$ cat src/pkg/azfm_params.svh
// constants of the audio zero-crossing frequency meter: offsets, fields, defaults, scaling
`ifndef AZFM_PARAMS_SVH
`define AZFM_PARAMS_SVH

`define AZFM_OFF_MINC 8'h00
`define AZFM_OFF_MINS 8'h04
`define AZFM_OFF_THR 8'h08
`define AZFM_OFF_STAT 8'h0C
`define AZFM_OFF_FREQ 8'h10
`define AZFM_OFF_CNT 8'h14

`define AZFM_MINC_RST 16'h0001
`define AZFM_MINS_RST 16'h01E0
`define AZFM_RISE_RST 7'h50
`define AZFM_FALL_RST 7'h3C

`define AZFM_THR_RISE_LSB 0
`define AZFM_THR_FALL_LSB 8
`define AZFM_STAT_KEYED 0
`define AZFM_STAT_BUSY 1
`define AZFM_STAT_TXKEY 2

`define AZFM_RATE_SPS 64'h0000_0000_0000_BB80
`define AZFM_FRAC_BITS 16
`define AZFM_HZ_FRAC_BITS 24
`define AZFM_FRAC_ONE 17'h10000
`define AZFM_PCT_SCALE 24'h01_47AE

`endif

$ cat src/pkg/azfm_pkg.sv
// types of the audio zero-crossing frequency meter
package azfm_pkg;

	typedef enum logic [1:0] {
		AZFM_IDLE,
		AZFM_FRAC,
		AZFM_FREQ
	} azfm_phase_t;

	typedef struct packed {
		azfm_phase_t phase;
		logic [15:0] min_cycles;
		logic [15:0] min_samples;
		logic [6:0] rise_pct;
		logic [6:0] fall_pct;
		logic [23:0] prev;
		logic have_prev;
		logic keyed;
		logic started;
		logic have_freq;
		logic [23:0] peak;
		logic [19:0] cnt;
		logic [19:0] xi;
		logic [15:0] cyc;
		logic [15:0] ended_cyc;
		logic end_meas;
		logic take_f0;
		logic [16:0] f0;
		logic [31:0] freq;
		logic freq_valid;
		logic tx_key;
		logic [15:0] meas_count;
		logic dphase;
		logic [7:0] daddr;
		logic [31:0] hrdata;
		logic ready;
		logic div_start;
		logic [63:0] div_num;
		logic [63:0] div_den;
	} azfm_state_t;

endpackage : azfm_pkg

$ cat src/rtl/azfm_div.sv
// sequential restoring divider, one quotient bit per clock
`timescale 1ns/1ps
module azfm_div #(
	parameter int W = 64
) (
	input wire logic hclk,
	input wire logic hresetn,
	input wire logic start,
	input wire logic [W-1:0] num,
	input wire logic [W-1:0] den,
	output logic busy,
	output logic done,
	output logic [W-1:0] quo
);
	typedef struct packed {
		logic busy;
		logic done;
		logic [$clog2(W):0] cnt;
		logic [W-1:0] q;
		logic [W-1:0] r;
		logic [W-1:0] d;
	} azfm_div_t;

	azfm_div_t s;
	azfm_div_t next_s;
	logic [W:0] rem;

	always_comb begin
		next_s = s;
		next_s.done = 1'b0;
		rem = {s.r, s.q[W-1]};
		if (start && !s.busy) begin
			next_s.busy = 1'b1;
			next_s.cnt = ($clog2(W)+1)'(W);
			next_s.q = num;
			next_s.r = '0;
			next_s.d = den;
		end else if (s.busy) begin
			next_s.q = {s.q[W-2:0], 1'b0};
			// zero divisor always subtracts, so the quotient saturates to all ones
			if (rem >= {1'b0, s.d}) begin
				next_s.r = W'(rem - {1'b0, s.d});
				next_s.q[0] = 1'b1;
			end else begin
				next_s.r = rem[W-1:0];
			end
			next_s.cnt = s.cnt - 1'b1;
			if (s.cnt == 1) begin
				next_s.busy = 1'b0;
				next_s.done = 1'b1;
			end
		end
	end

	always_ff @(posedge hclk or negedge hresetn) begin
		if (!hresetn) begin
			s <= '0;
		end else begin
			s <= next_s;
		end
	end

	assign busy = s.busy;
	assign done = s.done;
	assign quo = s.q;
endmodule : azfm_div

$ cat src/rtl/azfm_top.sv
// audio zero-crossing frequency meter with transmit keying and an ahb-lite register slave
//
// Contract
// - crossing instant found by straight-line interpolation between the two neighbouring samples
// - period is whole samples between crossings plus fractional parts at each end
// - sample count is converted to hertz assuming exactly 48000 samples per second
// - minimum cycles and minimum samples are settable, defaults 1 and 480
// - a measurement ends only at a crossing meeting both minimums, averaging all cycles
// - measurement runs continuously and each result updates the transmit frequency
// - cycles ignored and transmitter unkeyed until amplitude reaches rise percent, default 80
// - transmitter unkeyed when amplitude drops below fall percent, default 60
//
// The implementer's own choices: the AHB-Lite register port and the register offsets.
`timescale 1ns/1ps
`include "azfm_params.svh"
module azfm_top (
	input wire logic hclk,
	input wire logic hresetn,
	input wire logic hsel,
	input wire logic [31:0] haddr,
	input wire logic [1:0] htrans,
	input wire logic hwrite,
	input wire logic [2:0] hsize,
	input wire logic hready,
	input wire logic [31:0] hwdata,
	output logic [31:0] hrdata,
	output logic hreadyout,
	output logic hresp,
	input wire logic sample_valid,
	input wire logic [23:0] sample_data,
	output logic tx_key,
	output logic [31:0] freq_hz,
	output logic freq_valid
);
	import azfm_pkg::*;

	azfm_state_t s;
	azfm_state_t next_s;
	logic div_busy;
	logic div_done;
	logic [63:0] div_quo;
	logic [23:0] mag;
	logic [23:0] peak_now;
	logic xing;
	logic accept;

	function automatic logic [23:0] azfm_abs(input logic [23:0] x);
		return x[23] ? 24'(-x) : x;
	endfunction : azfm_abs

	function automatic logic [23:0] azfm_level(input logic [6:0] pct);
		return 24'(pct * `AZFM_PCT_SCALE);
	endfunction : azfm_level

	function automatic logic [31:0] azfm_read(input azfm_state_t r, input logic [7:0] a);
		case (a)
			`AZFM_OFF_MINC: return {16'h0000, r.min_cycles};
			`AZFM_OFF_MINS: return {16'h0000, r.min_samples};
			`AZFM_OFF_THR: return {17'h00000, r.fall_pct, 1'b0, r.rise_pct};
			`AZFM_OFF_STAT: return {29'h00000000, r.tx_key, r.phase != AZFM_IDLE, r.keyed};
			`AZFM_OFF_FREQ: return r.freq;
			`AZFM_OFF_CNT: return {16'h0000, r.meas_count};
			default: return 32'h00000000;
		endcase
	endfunction : azfm_read

	azfm_div #(.W(64)) u_div (
		.hclk(hclk),
		.hresetn(hresetn),
		.start(s.div_start),
		.num(s.div_num),
		.den(s.div_den),
		.busy(div_busy),
		.done(div_done),
		.quo(div_quo)
	);

	assign mag = azfm_abs(sample_data);
	assign peak_now = (mag > s.peak) ? mag : s.peak;
	// crossings that land while a division runs are dropped; samples come far slower
	assign xing = sample_valid && s.have_prev && s.prev[23] && !sample_data[23]
		&& s.keyed && s.phase == AZFM_IDLE && !div_busy;
	assign accept = hsel && hready && htrans[1];

	always_comb begin
		next_s = s;
		next_s.freq_valid = 1'b0;
		next_s.div_start = 1'b0;
		next_s.ready = 1'b1;
		// bus write lands at the end of its data phase
		if (s.dphase) begin
			case (s.daddr)
				`AZFM_OFF_MINC: next_s.min_cycles = hwdata[15:0];
				`AZFM_OFF_MINS: next_s.min_samples = hwdata[15:0];
				`AZFM_OFF_THR: begin
					next_s.rise_pct = hwdata[`AZFM_THR_RISE_LSB +: 7];
					next_s.fall_pct = hwdata[`AZFM_THR_FALL_LSB +: 7];
				end
				default: ;
			endcase
		end
		next_s.dphase = accept && hwrite;
		next_s.daddr = haddr[7:0];
		if (sample_valid) begin
			next_s.prev = sample_data;
			next_s.have_prev = 1'b1;
			next_s.peak = peak_now;
			next_s.cnt = (&s.cnt) ? s.cnt : s.cnt + 20'h00001;
			if (!s.keyed) begin
				if (mag >= azfm_level(s.rise_pct)) begin
					next_s.keyed = 1'b1;
					next_s.started = 1'b0;
					next_s.peak = 24'h000000;
				end
			end else if (xing) begin
				next_s.peak = 24'h000000;
				if (peak_now < azfm_level(s.fall_pct)) begin
					next_s.keyed = 1'b0;
					next_s.started = 1'b0;
					next_s.have_freq = 1'b0;
				end else begin
					next_s.xi = s.cnt + 20'h00001;
					next_s.end_meas = s.started
						&& (17'(s.cyc) + 17'h00001 >= {1'b0, s.min_cycles})
						&& (s.cnt + 20'h00001 >= {4'h0, s.min_samples});
					next_s.take_f0 = next_s.end_meas || !s.started;
					next_s.ended_cyc = s.cyc + 16'h0001;
					next_s.cyc = next_s.take_f0 ? 16'h0000 : s.cyc + 16'h0001;
					next_s.cnt = next_s.take_f0 ? 20'h00001 : s.cnt + 20'h00001;
					next_s.started = 1'b1;
					// fraction of a sample from the negative sample to the crossing
					next_s.div_num = 64'(azfm_abs(s.prev)) << `AZFM_FRAC_BITS;
					next_s.div_den = 64'(azfm_abs(s.prev)) + 64'(sample_data);
					next_s.div_start = 1'b1;
					next_s.phase = AZFM_FRAC;
				end
			end
		end
		case (s.phase)
			AZFM_FRAC: if (div_done) begin
				if (s.take_f0) begin
					next_s.f0 = div_quo[16:0];
				end
				if (s.end_meas) begin
					// whole samples between the two negative samples, plus the end fraction, minus the start fraction f0
					next_s.div_den = (64'(s.xi - 20'h00001) << `AZFM_FRAC_BITS)
						+ 64'(div_quo[16:0]) - 64'(s.f0);
					next_s.div_num = (64'(s.ended_cyc) * `AZFM_RATE_SPS)
						<< `AZFM_HZ_FRAC_BITS;
					next_s.div_start = 1'b1;
					next_s.phase = AZFM_FREQ;
				end else begin
					next_s.phase = AZFM_IDLE;
				end
			end
			AZFM_FREQ: if (div_done) begin
				next_s.freq = div_quo[31:0];
				next_s.freq_valid = 1'b1;
				next_s.have_freq = next_s.keyed;
				next_s.meas_count = s.meas_count + 16'h0001;
				next_s.phase = AZFM_IDLE;
			end
			AZFM_IDLE: ;
			default: next_s.phase = AZFM_IDLE;
		endcase
		// first result since keying is needed so the carrier never starts off frequency
		next_s.tx_key = next_s.keyed && next_s.have_freq;
		// read from the next state so a read right behind a write sees the new value
		if (accept && !hwrite) begin
			next_s.hrdata = azfm_read(next_s, haddr[7:0]);
		end
	end

	always_ff @(posedge hclk or negedge hresetn) begin
		if (!hresetn) begin
			s <= '0;
			s.min_cycles <= `AZFM_MINC_RST;
			s.min_samples <= `AZFM_MINS_RST;
			s.rise_pct <= `AZFM_RISE_RST;
			s.fall_pct <= `AZFM_FALL_RST;
			s.phase <= AZFM_IDLE;
		end else begin
			s <= next_s;
		end
	end

	assign hrdata = s.hrdata;
	assign hreadyout = s.ready;
	assign hresp = 1'b0 & s.ready;
	assign tx_key = s.tx_key;
	assign freq_hz = s.freq;
	assign freq_valid = s.freq_valid;
endmodule : azfm_top

$ cat config.mk
export PLATFORM = sky130hd
export DESIGN_NAME = azfm_top
export DESIGN_NICKNAME = d
export VERILOG_FILES = /design/src/pkg/azfm_pkg.sv /design/src/rtl/azfm_div.sv /design/src/rtl/azfm_top.sv
export VERILOG_INCLUDE_DIRS = /design/src /design/src/pkg
export SDC_FILE = /design/constraint.sdc
export NUM_CORES = 2
export LEC_CHECK = 0
export BUFFER_PORTS_ARGS = -buffer_cell sky130_fd_sc_hd__clkbuf_2
export CAP_MARGIN = 20
export CORE_AREA = 2 2 313 315
export DETAILED_ROUTE_END_ITERATION = 10
export DIE_AREA = 0 0 315 317
export GPL_ROUTABILITY_DRIVEN = 0
export PLACE_DENSITY = 0.72
export SYNTH_ARGS = -nofsm -noshare
export SYNTH_HDL_FRONTEND = slang
export SYNTH_SLANG_ARGS = --single-unit
$ cat constraint.sdc
create_clock -name hclk -period 9.3 [get_ports hclk]
set_input_delay 0.465 -clock hclk [delete_from_list [all_inputs] [get_ports hclk]]
set_output_delay 0.465 -clock hclk [all_outputs]
set_load 0.02 [all_outputs]
# Word-level counts from Yosys, hierarchy flattened
# Index checks and enable logic that the tools add are counted.
# totals
out_inout_bits,68
in_bits,99
ff_bits,613
# classes
reduce_logical,29
muxes,50
eq_ne,11
n_addsub,12
bitwise,1
n_lt_le_gt_ge,6
multipliers,3
# ops
cell,count
$mux 129,7
$mux 101,2
$pmux 32 s6,1
$mux 74,2
$mux 137,1
$mux 135,1
$mux 24,5
$mux 16,5
$mux 33,2
$ge 65x64->1,1
$mux 64,1
$sub 64x64->64,1
$neg 24->24,2
$mul 7x16->23 const B,2
$mux 46,1
$mux 20,2
$sub 38x18->39,1
$add 37x18->38,1
$add 16x1->16 const B,2
$add 24x24->25,1
$mul 16x9->25 const B,1
$eq 8x4->1 const B,3
$ge 24x24->1,1
$gt 24x24->1,1
other kinds (27),65

# Logic depth before layout (Yosys ltp)
# logic_depth
word_depth,14
mapped_depth,36
ltp_nobuf,33

# Cells and area by module
# A second synthesis with hierarchy kept.
# hier_totals
cells_unflattened,5003
area_unflattened_um2,45132.0
# modules_own_cells
mod,area_each_um2,cells_per_inst,n_inst
azfm_top,31665.4,3410,1
azfm_div,13466.7,1593,1

# Worst setup path before layout
# No wires, ideal clock.
# synth_timing
path_type,input port to flip-flop
startpoint,in sample_data[1]
endpoint,reg s[239] in the netlist's numbering
stages,30
setup_ps,110
slack_ps,2289
t_required_ps,9190
t_arrival_ps,6900
path_cell_list,inv_1 nand2_1 or4_4 or3_1 or4_1 or4_4 o31ai_2 xnor2_1 ha_1 and3_1 a221o_1 a221oi_1 a31o_1 clkbuf_1 clkbuf_1 nor2_1 a21oi_1 ha_1 a21o_1 a21o_1 a211o_1 a21oi_1 o221ai_1 nor2_1 o21ai_0 o211ai_2 clkbuf_1 clkbuf_1 nand2_1 o41ai_1
# synth_between
elab_chain_cells,7
# synth_lines
element,line_no,text
from (decl),azfm_top.sv:30,"input wire logic [23:0] sample_data,"
$neg 24->24,azfm_top.sv:48,return x[23] ? 24'(-x) : x;
$mux 24 *,azfm_top.sv:48,
$gt 24x24->1,azfm_top.sv:79,assign peak_now = (mag > s.peak) ? mag : s.peak;
$mux 24 *,azfm_top.sv:79,
$lt 24x24->1 *,azfm_top.sv:117,if (peak_now < azfm_level(s.fall_pct)) begin
$not 1->1 (no line) *,n/a,
$reduce_and 4->1 (no line) *,n/a,
to (signal assigned),azfm_top.sv:183,s <= next_s;
to (decl),azfm_top.sv:37,azfm_state_t s;
# Mark *: on every way between the ends. The rest lies on a longest branch, timed or not.
# A chain may end at the register's enable or synchronous reset.

# Worst setup path after layout
# layout_timing
startpoint,in sample_data[1]
endpoint,reg s[299] in the netlist's numbering
# layout_between
elab_chain_cells,8
# layout_lines
element,line_no,text
$neg 24->24,azfm_top.sv:48,
$mux 24 *,azfm_top.sv:48,
$gt 24x24->1,azfm_top.sv:79,
$mux 24 *,azfm_top.sv:79,
$lt 24x24->1 *,azfm_top.sv:117,
$mux 74 *,azfm_top.sv:117,
$mux 101 *,azfm_top.sv:115,end else if (xing) begin
$mux 74 *,azfm_top.sv:109,if (!s.keyed) begin
# Mark *: on every way between the ends. The rest lies on a longest branch, timed or not. The select of a mux whose other input is x is not followed.

==> impl_metrics.env <==
export IMPL_p_per_area_nw_per_um2=174.5
export IMPL_start_util_pct=44.65
export IMPL_grt_max_degree=111
export IMPL_wl_per_cell_um=17.95
export IMPL_finish_instance_area_um2=46990
export IMPL_start_kind="input port"
export IMPL_grt_pass1_wl_mm=177.2
export IMPL_area_delta_synth_final_pct=9.299
export IMPL_wl_mm=109.1
export IMPL_groute_usage_overall_pct=21.98
export IMPL_finalHoldViolations=0
export IMPL_end_kind="flop"
export IMPL_synth_edf_count=0
export IMPL_die_area_um2=99860
export IMPL_tns_ns=0
export IMPL_synth_nets=5401
export IMPL_setup_violations=0
export IMPL_synth_flop_cell="dfrtp_1"
export IMPL_die_w_um=315
export IMPL_synthArstFlopShare_pct=100.0
export IMPL_synth_seq_cells=613
export IMPL_crit_type="input port to flop"
export IMPL_status="finished clean"
export IMPL_p_sw_mw=2.670
export IMPL_p_int_mw=5.531
export IMPL_postRouteAntennaNets=0
export IMPL_ff2ff_path_depth=28
export IMPL_cp_data_required_time_ns=9.84
export IMPL_hold_path_class="input port to flop"
export IMPL_cts_root_buf="clkbuf_16"
export IMPL_reg2reg_to="s[299]"
export IMPL_clock_sinks=613
export IMPL_drive_gt1_share_pct=8.745
export IMPL_place_inst=5940
export IMPL_r2r_setup_slack_ns=1.48
export IMPL_place_area_um2=44400
export IMPL_yosys_warnings=0
export IMPL_switching_share_pct=32.56
export IMPL_io_pins=167
export IMPL_hold_depth=2
export IMPL_overflow=0
export IMPL_cts_max_level=3
export IMPL_timing_rr_start="s[365]"
export IMPL_netlist_area_um2=42990
export IMPL_rsz0062_at_grt="no"
export IMPL_syn_inst=4749
export IMPL_cts_tree="done"
export IMPL_timing_final_max_slew_violations=0
export IMPL_die_h_um=317
export IMPL_p_leak_nw=23.20
export IMPL_core_rowCount=114
export IMPL_hold_start="hready"
export IMPL_arrival_ns=8.38
export IMPL_cp_max_fo=20
export IMPL_clk_path_buf_depth=3
export IMPL_insertion_delay_ns=0.65
export IMPL_fin_crit_sh_pct=84.22
export IMPL_antenna_found_initial=3
export IMPL_max_slew_margin_pct=21.57
export IMPL_drc=0
export IMPL_fmax_mhz=127.7
export IMPL_nNetsFinal=5398
export IMPL_syn_area_per_cell_um2=9.053
export IMPL_via_per_inst=5.568
export IMPL_drt_iter0_drc=2170
export IMPL_ys_seq_area_share_pct=35.71
export IMPL_coreArea_um2=96280
export IMPL_instances_no_fill=6080
export IMPL_cts_setup_buffers=0
export IMPL_ir_drop_uv=127.0
export IMPL_cap_violations=0
export IMPL_period_needed_ns=7.833
export IMPL_cts_buffers=72
export IMPL_dp_hpwl_mm=81.54
export IMPL_worstMarginPinSlew_ns=1.172
export IMPL_worstHoldEndpoint="s[170]"
export IMPL_comb_power_share_pct=29.0
export IMPL_vias=33856
export IMPL_synthDistinctLibCells=89
export IMPL_nFillCells=8839
export IMPL_clk_pin_slew_ns=0.06
export IMPL_seqPwrFrac_pct=34.5
export IMPL_clockPowerShare_pct=36.4
export IMPL_grt_pass1_vias=33426
export IMPL_firstDrtPassIters=6
export IMPL_fin_skew_ns=0.04647
export IMPL_numPortBuffers=121
flip-flops by register name (all words and copies together), names as in the netlist, 32 cells and up:
| register | cells |
|---|---|
| u_div.rem | 64 |
| freq_hz | 32 |
| hrdata | 32 |
| u_div.s | 71 |
| s | 345 |
| u_div.quo | 64 |
power groups by stage:
stage | combinational (mW) | sequential (mW) | clock [mW]
after floorplan | 1.71 | 2.85 | 0
after global placement | 2.29 | 2.87 | 0
after detailed placement | 2.36 | 2.88 | 0
after CTS | 2.38 | 2.83 | 3.04
after global routing | 2.70 | 2.84 | 3.14
final | 2.38 | 2.83 | 2.99
worst max-delay path by stage:
stage	from	slack [ns]	end	depth (start not counted)
floorplan	sample_data[1]	2.29	s[239]	30
global placement	sample_data[0]	0.99	s[270]	29
detailed placement	sample_data[1]	0.84	s[299]	28
CTS	s[365]	1.50	s[299]	28
global route	sample_data[1]	0.87	s[270]	31
finish	sample_data[1]	1.47	s[299]	28
area by class of cell:
| cell class | instances | area, um2 | area share (%) |
|---|---|---|---|
| repair buffers | 168 | 1003 | 2.136 |
| clock inverters | 31 | 471.7 | 1.004 |
| inverters | 436 | 1637 | 3.483 |
| flip-flops and latches | 613 | 15360 | 32.69 |
| well taps | 1276 | 1597 | 3.398 |
| multi-input cells | 3455 | 24880 | 52.95 |
| clock buffers | 100 | 2037 | 4.335 |
| diodes | 1 | 2.502 | 0.005326 |
cell usage in the layout (no fill, tap or decap), types with 19 or more instances in the layout:
master | Yosys | layout
o22ai_1 | 41 | 41
nand4_1 | 39 | 39
mux2i_1 | 72 | 72
a21o_1 | 93 | 93
nor3_1 | 57 | 57
dfrtp_1 | 602 | 600
nor2b_1 | 29 | 29
clkbuf_16 | 0 | 72
inv_1 | 434 | 434
mux2_2 | 72 | 72
xnor2_1 | 167 | 167
o31ai_1 | 20 | 19
nand2_1 | 696 | 695
nand3_1 | 232 | 232
buf_4 | 68 | 39
o21ai_0 | 372 | 372
a22oi_1 | 26 | 26
clkbuf_2 | 0 | 119
fa_1 | 120 | 120
or2_2 | 20 | 20
o21a_1 | 32 | 32
ha_1 | 433 | 433
xor2_1 | 90 | 90
or3_1 | 26 | 26
nand2b_1 | 57 | 57
nor2_1 | 169 | 165
and3_1 | 59 | 59
a21oi_1 | 216 | 215
o21bai_1 | 37 | 37
metrics by stage:
stage / utilization (%) / hold WS (ns) / power (mW) / worst slack (ns)
final: 48.80 / 0.1060 / 8.201 / 1.467
after global routing: 48.80 / 0.09598 / 8.680 / 0.8702
after CTS: 48.80 / 0.06806 / 8.253 / 1.501
after detailed placement: 46.11 / 0.4605 / 5.236 / 0.8390
after global placement: 46.11 / 0.4519 / 5.161 / 0.9899
after floorplan: - / 0.1694 / 4.567 / 2.289
repair_timing:
item,4_1_cts,5_1_grt
endpoints found under the hold margin,110,0
hold buffers,8,0
gates resized for setup,0,0
cells by family after synthesis:
family / Yosys count / share of synthesized area (%)
flops: 613 / 35.71
simple gates: 1451 / 15.45
other cells: 2 / 0.01747
fa+ha+maj: 553 / 18.19
compound gates: 1048 / 15.25
xor+xnor: 257 / 5.236
buf+inv: 681 / 6.583
mux: 144 / 3.562
cell usage after synthesis (39+ instances only):
master	instances	area, um2
ha_1	433	5418
nand4_1	39	244.0
mux2_2	72	810.8
inv_1	434	1629
and3_1	59	369.1
fa_1	120	2402
xnor2_1	167	1463
clkbuf_1	147	551.8
dfrtp_1	602	15060
o21ai_0	372	1862
buf_4	68	510.5
nor3_1	57	285.3
xor2_1	90	788.3
nand2b_1	57	356.6
a21oi_1	216	1081
o22ai_1	41	256.5
a21o_1	93	698.2
nand3_1	232	1161
nand2_1	696	2613
nor2_1	169	634.4
mux2i_1	72	720.7
critical path, stage by stage:
cell and delay, ns:
clkbuf_2 0.13, inv_1 0.11, ha_1 0.17, nand2_1 0.06
or2_2 0.29, or3_1 0.38, or4_1 0.48, or4_1 0.48
o41ai_2 0.25, xnor2_1 0.26, ha_1 0.32, and3_1 0.17
a221o_1 0.38, a221oi_1 0.33, a31o_1 0.63, inv_1 0.40
o21ai_0 0.39, ha_1 0.31, a21o_1 0.16, a21o_1 0.18
a21o_1 0.18, a21o_1 0.17, a21oi_1 0.21, o21ai_0 0.16
o211ai_4 0.36, nand2_1 0.32, and2_1 0.30, a311oi_1 0.30
per-layer routing:
metal | up-vias | GRT usage [%] | part of all wire [%]
met1 | 16369 | 28.41 | 43
met2 | 929 | 35.59 | 46
met5 | - | 0 | 0
li1 | 16326 | - | -
met3 | 232 | 3.385 | 5.4
met4 | 0 | 11.79 | 5.7
Note: power is estimated with default switching activity, not from simulation.
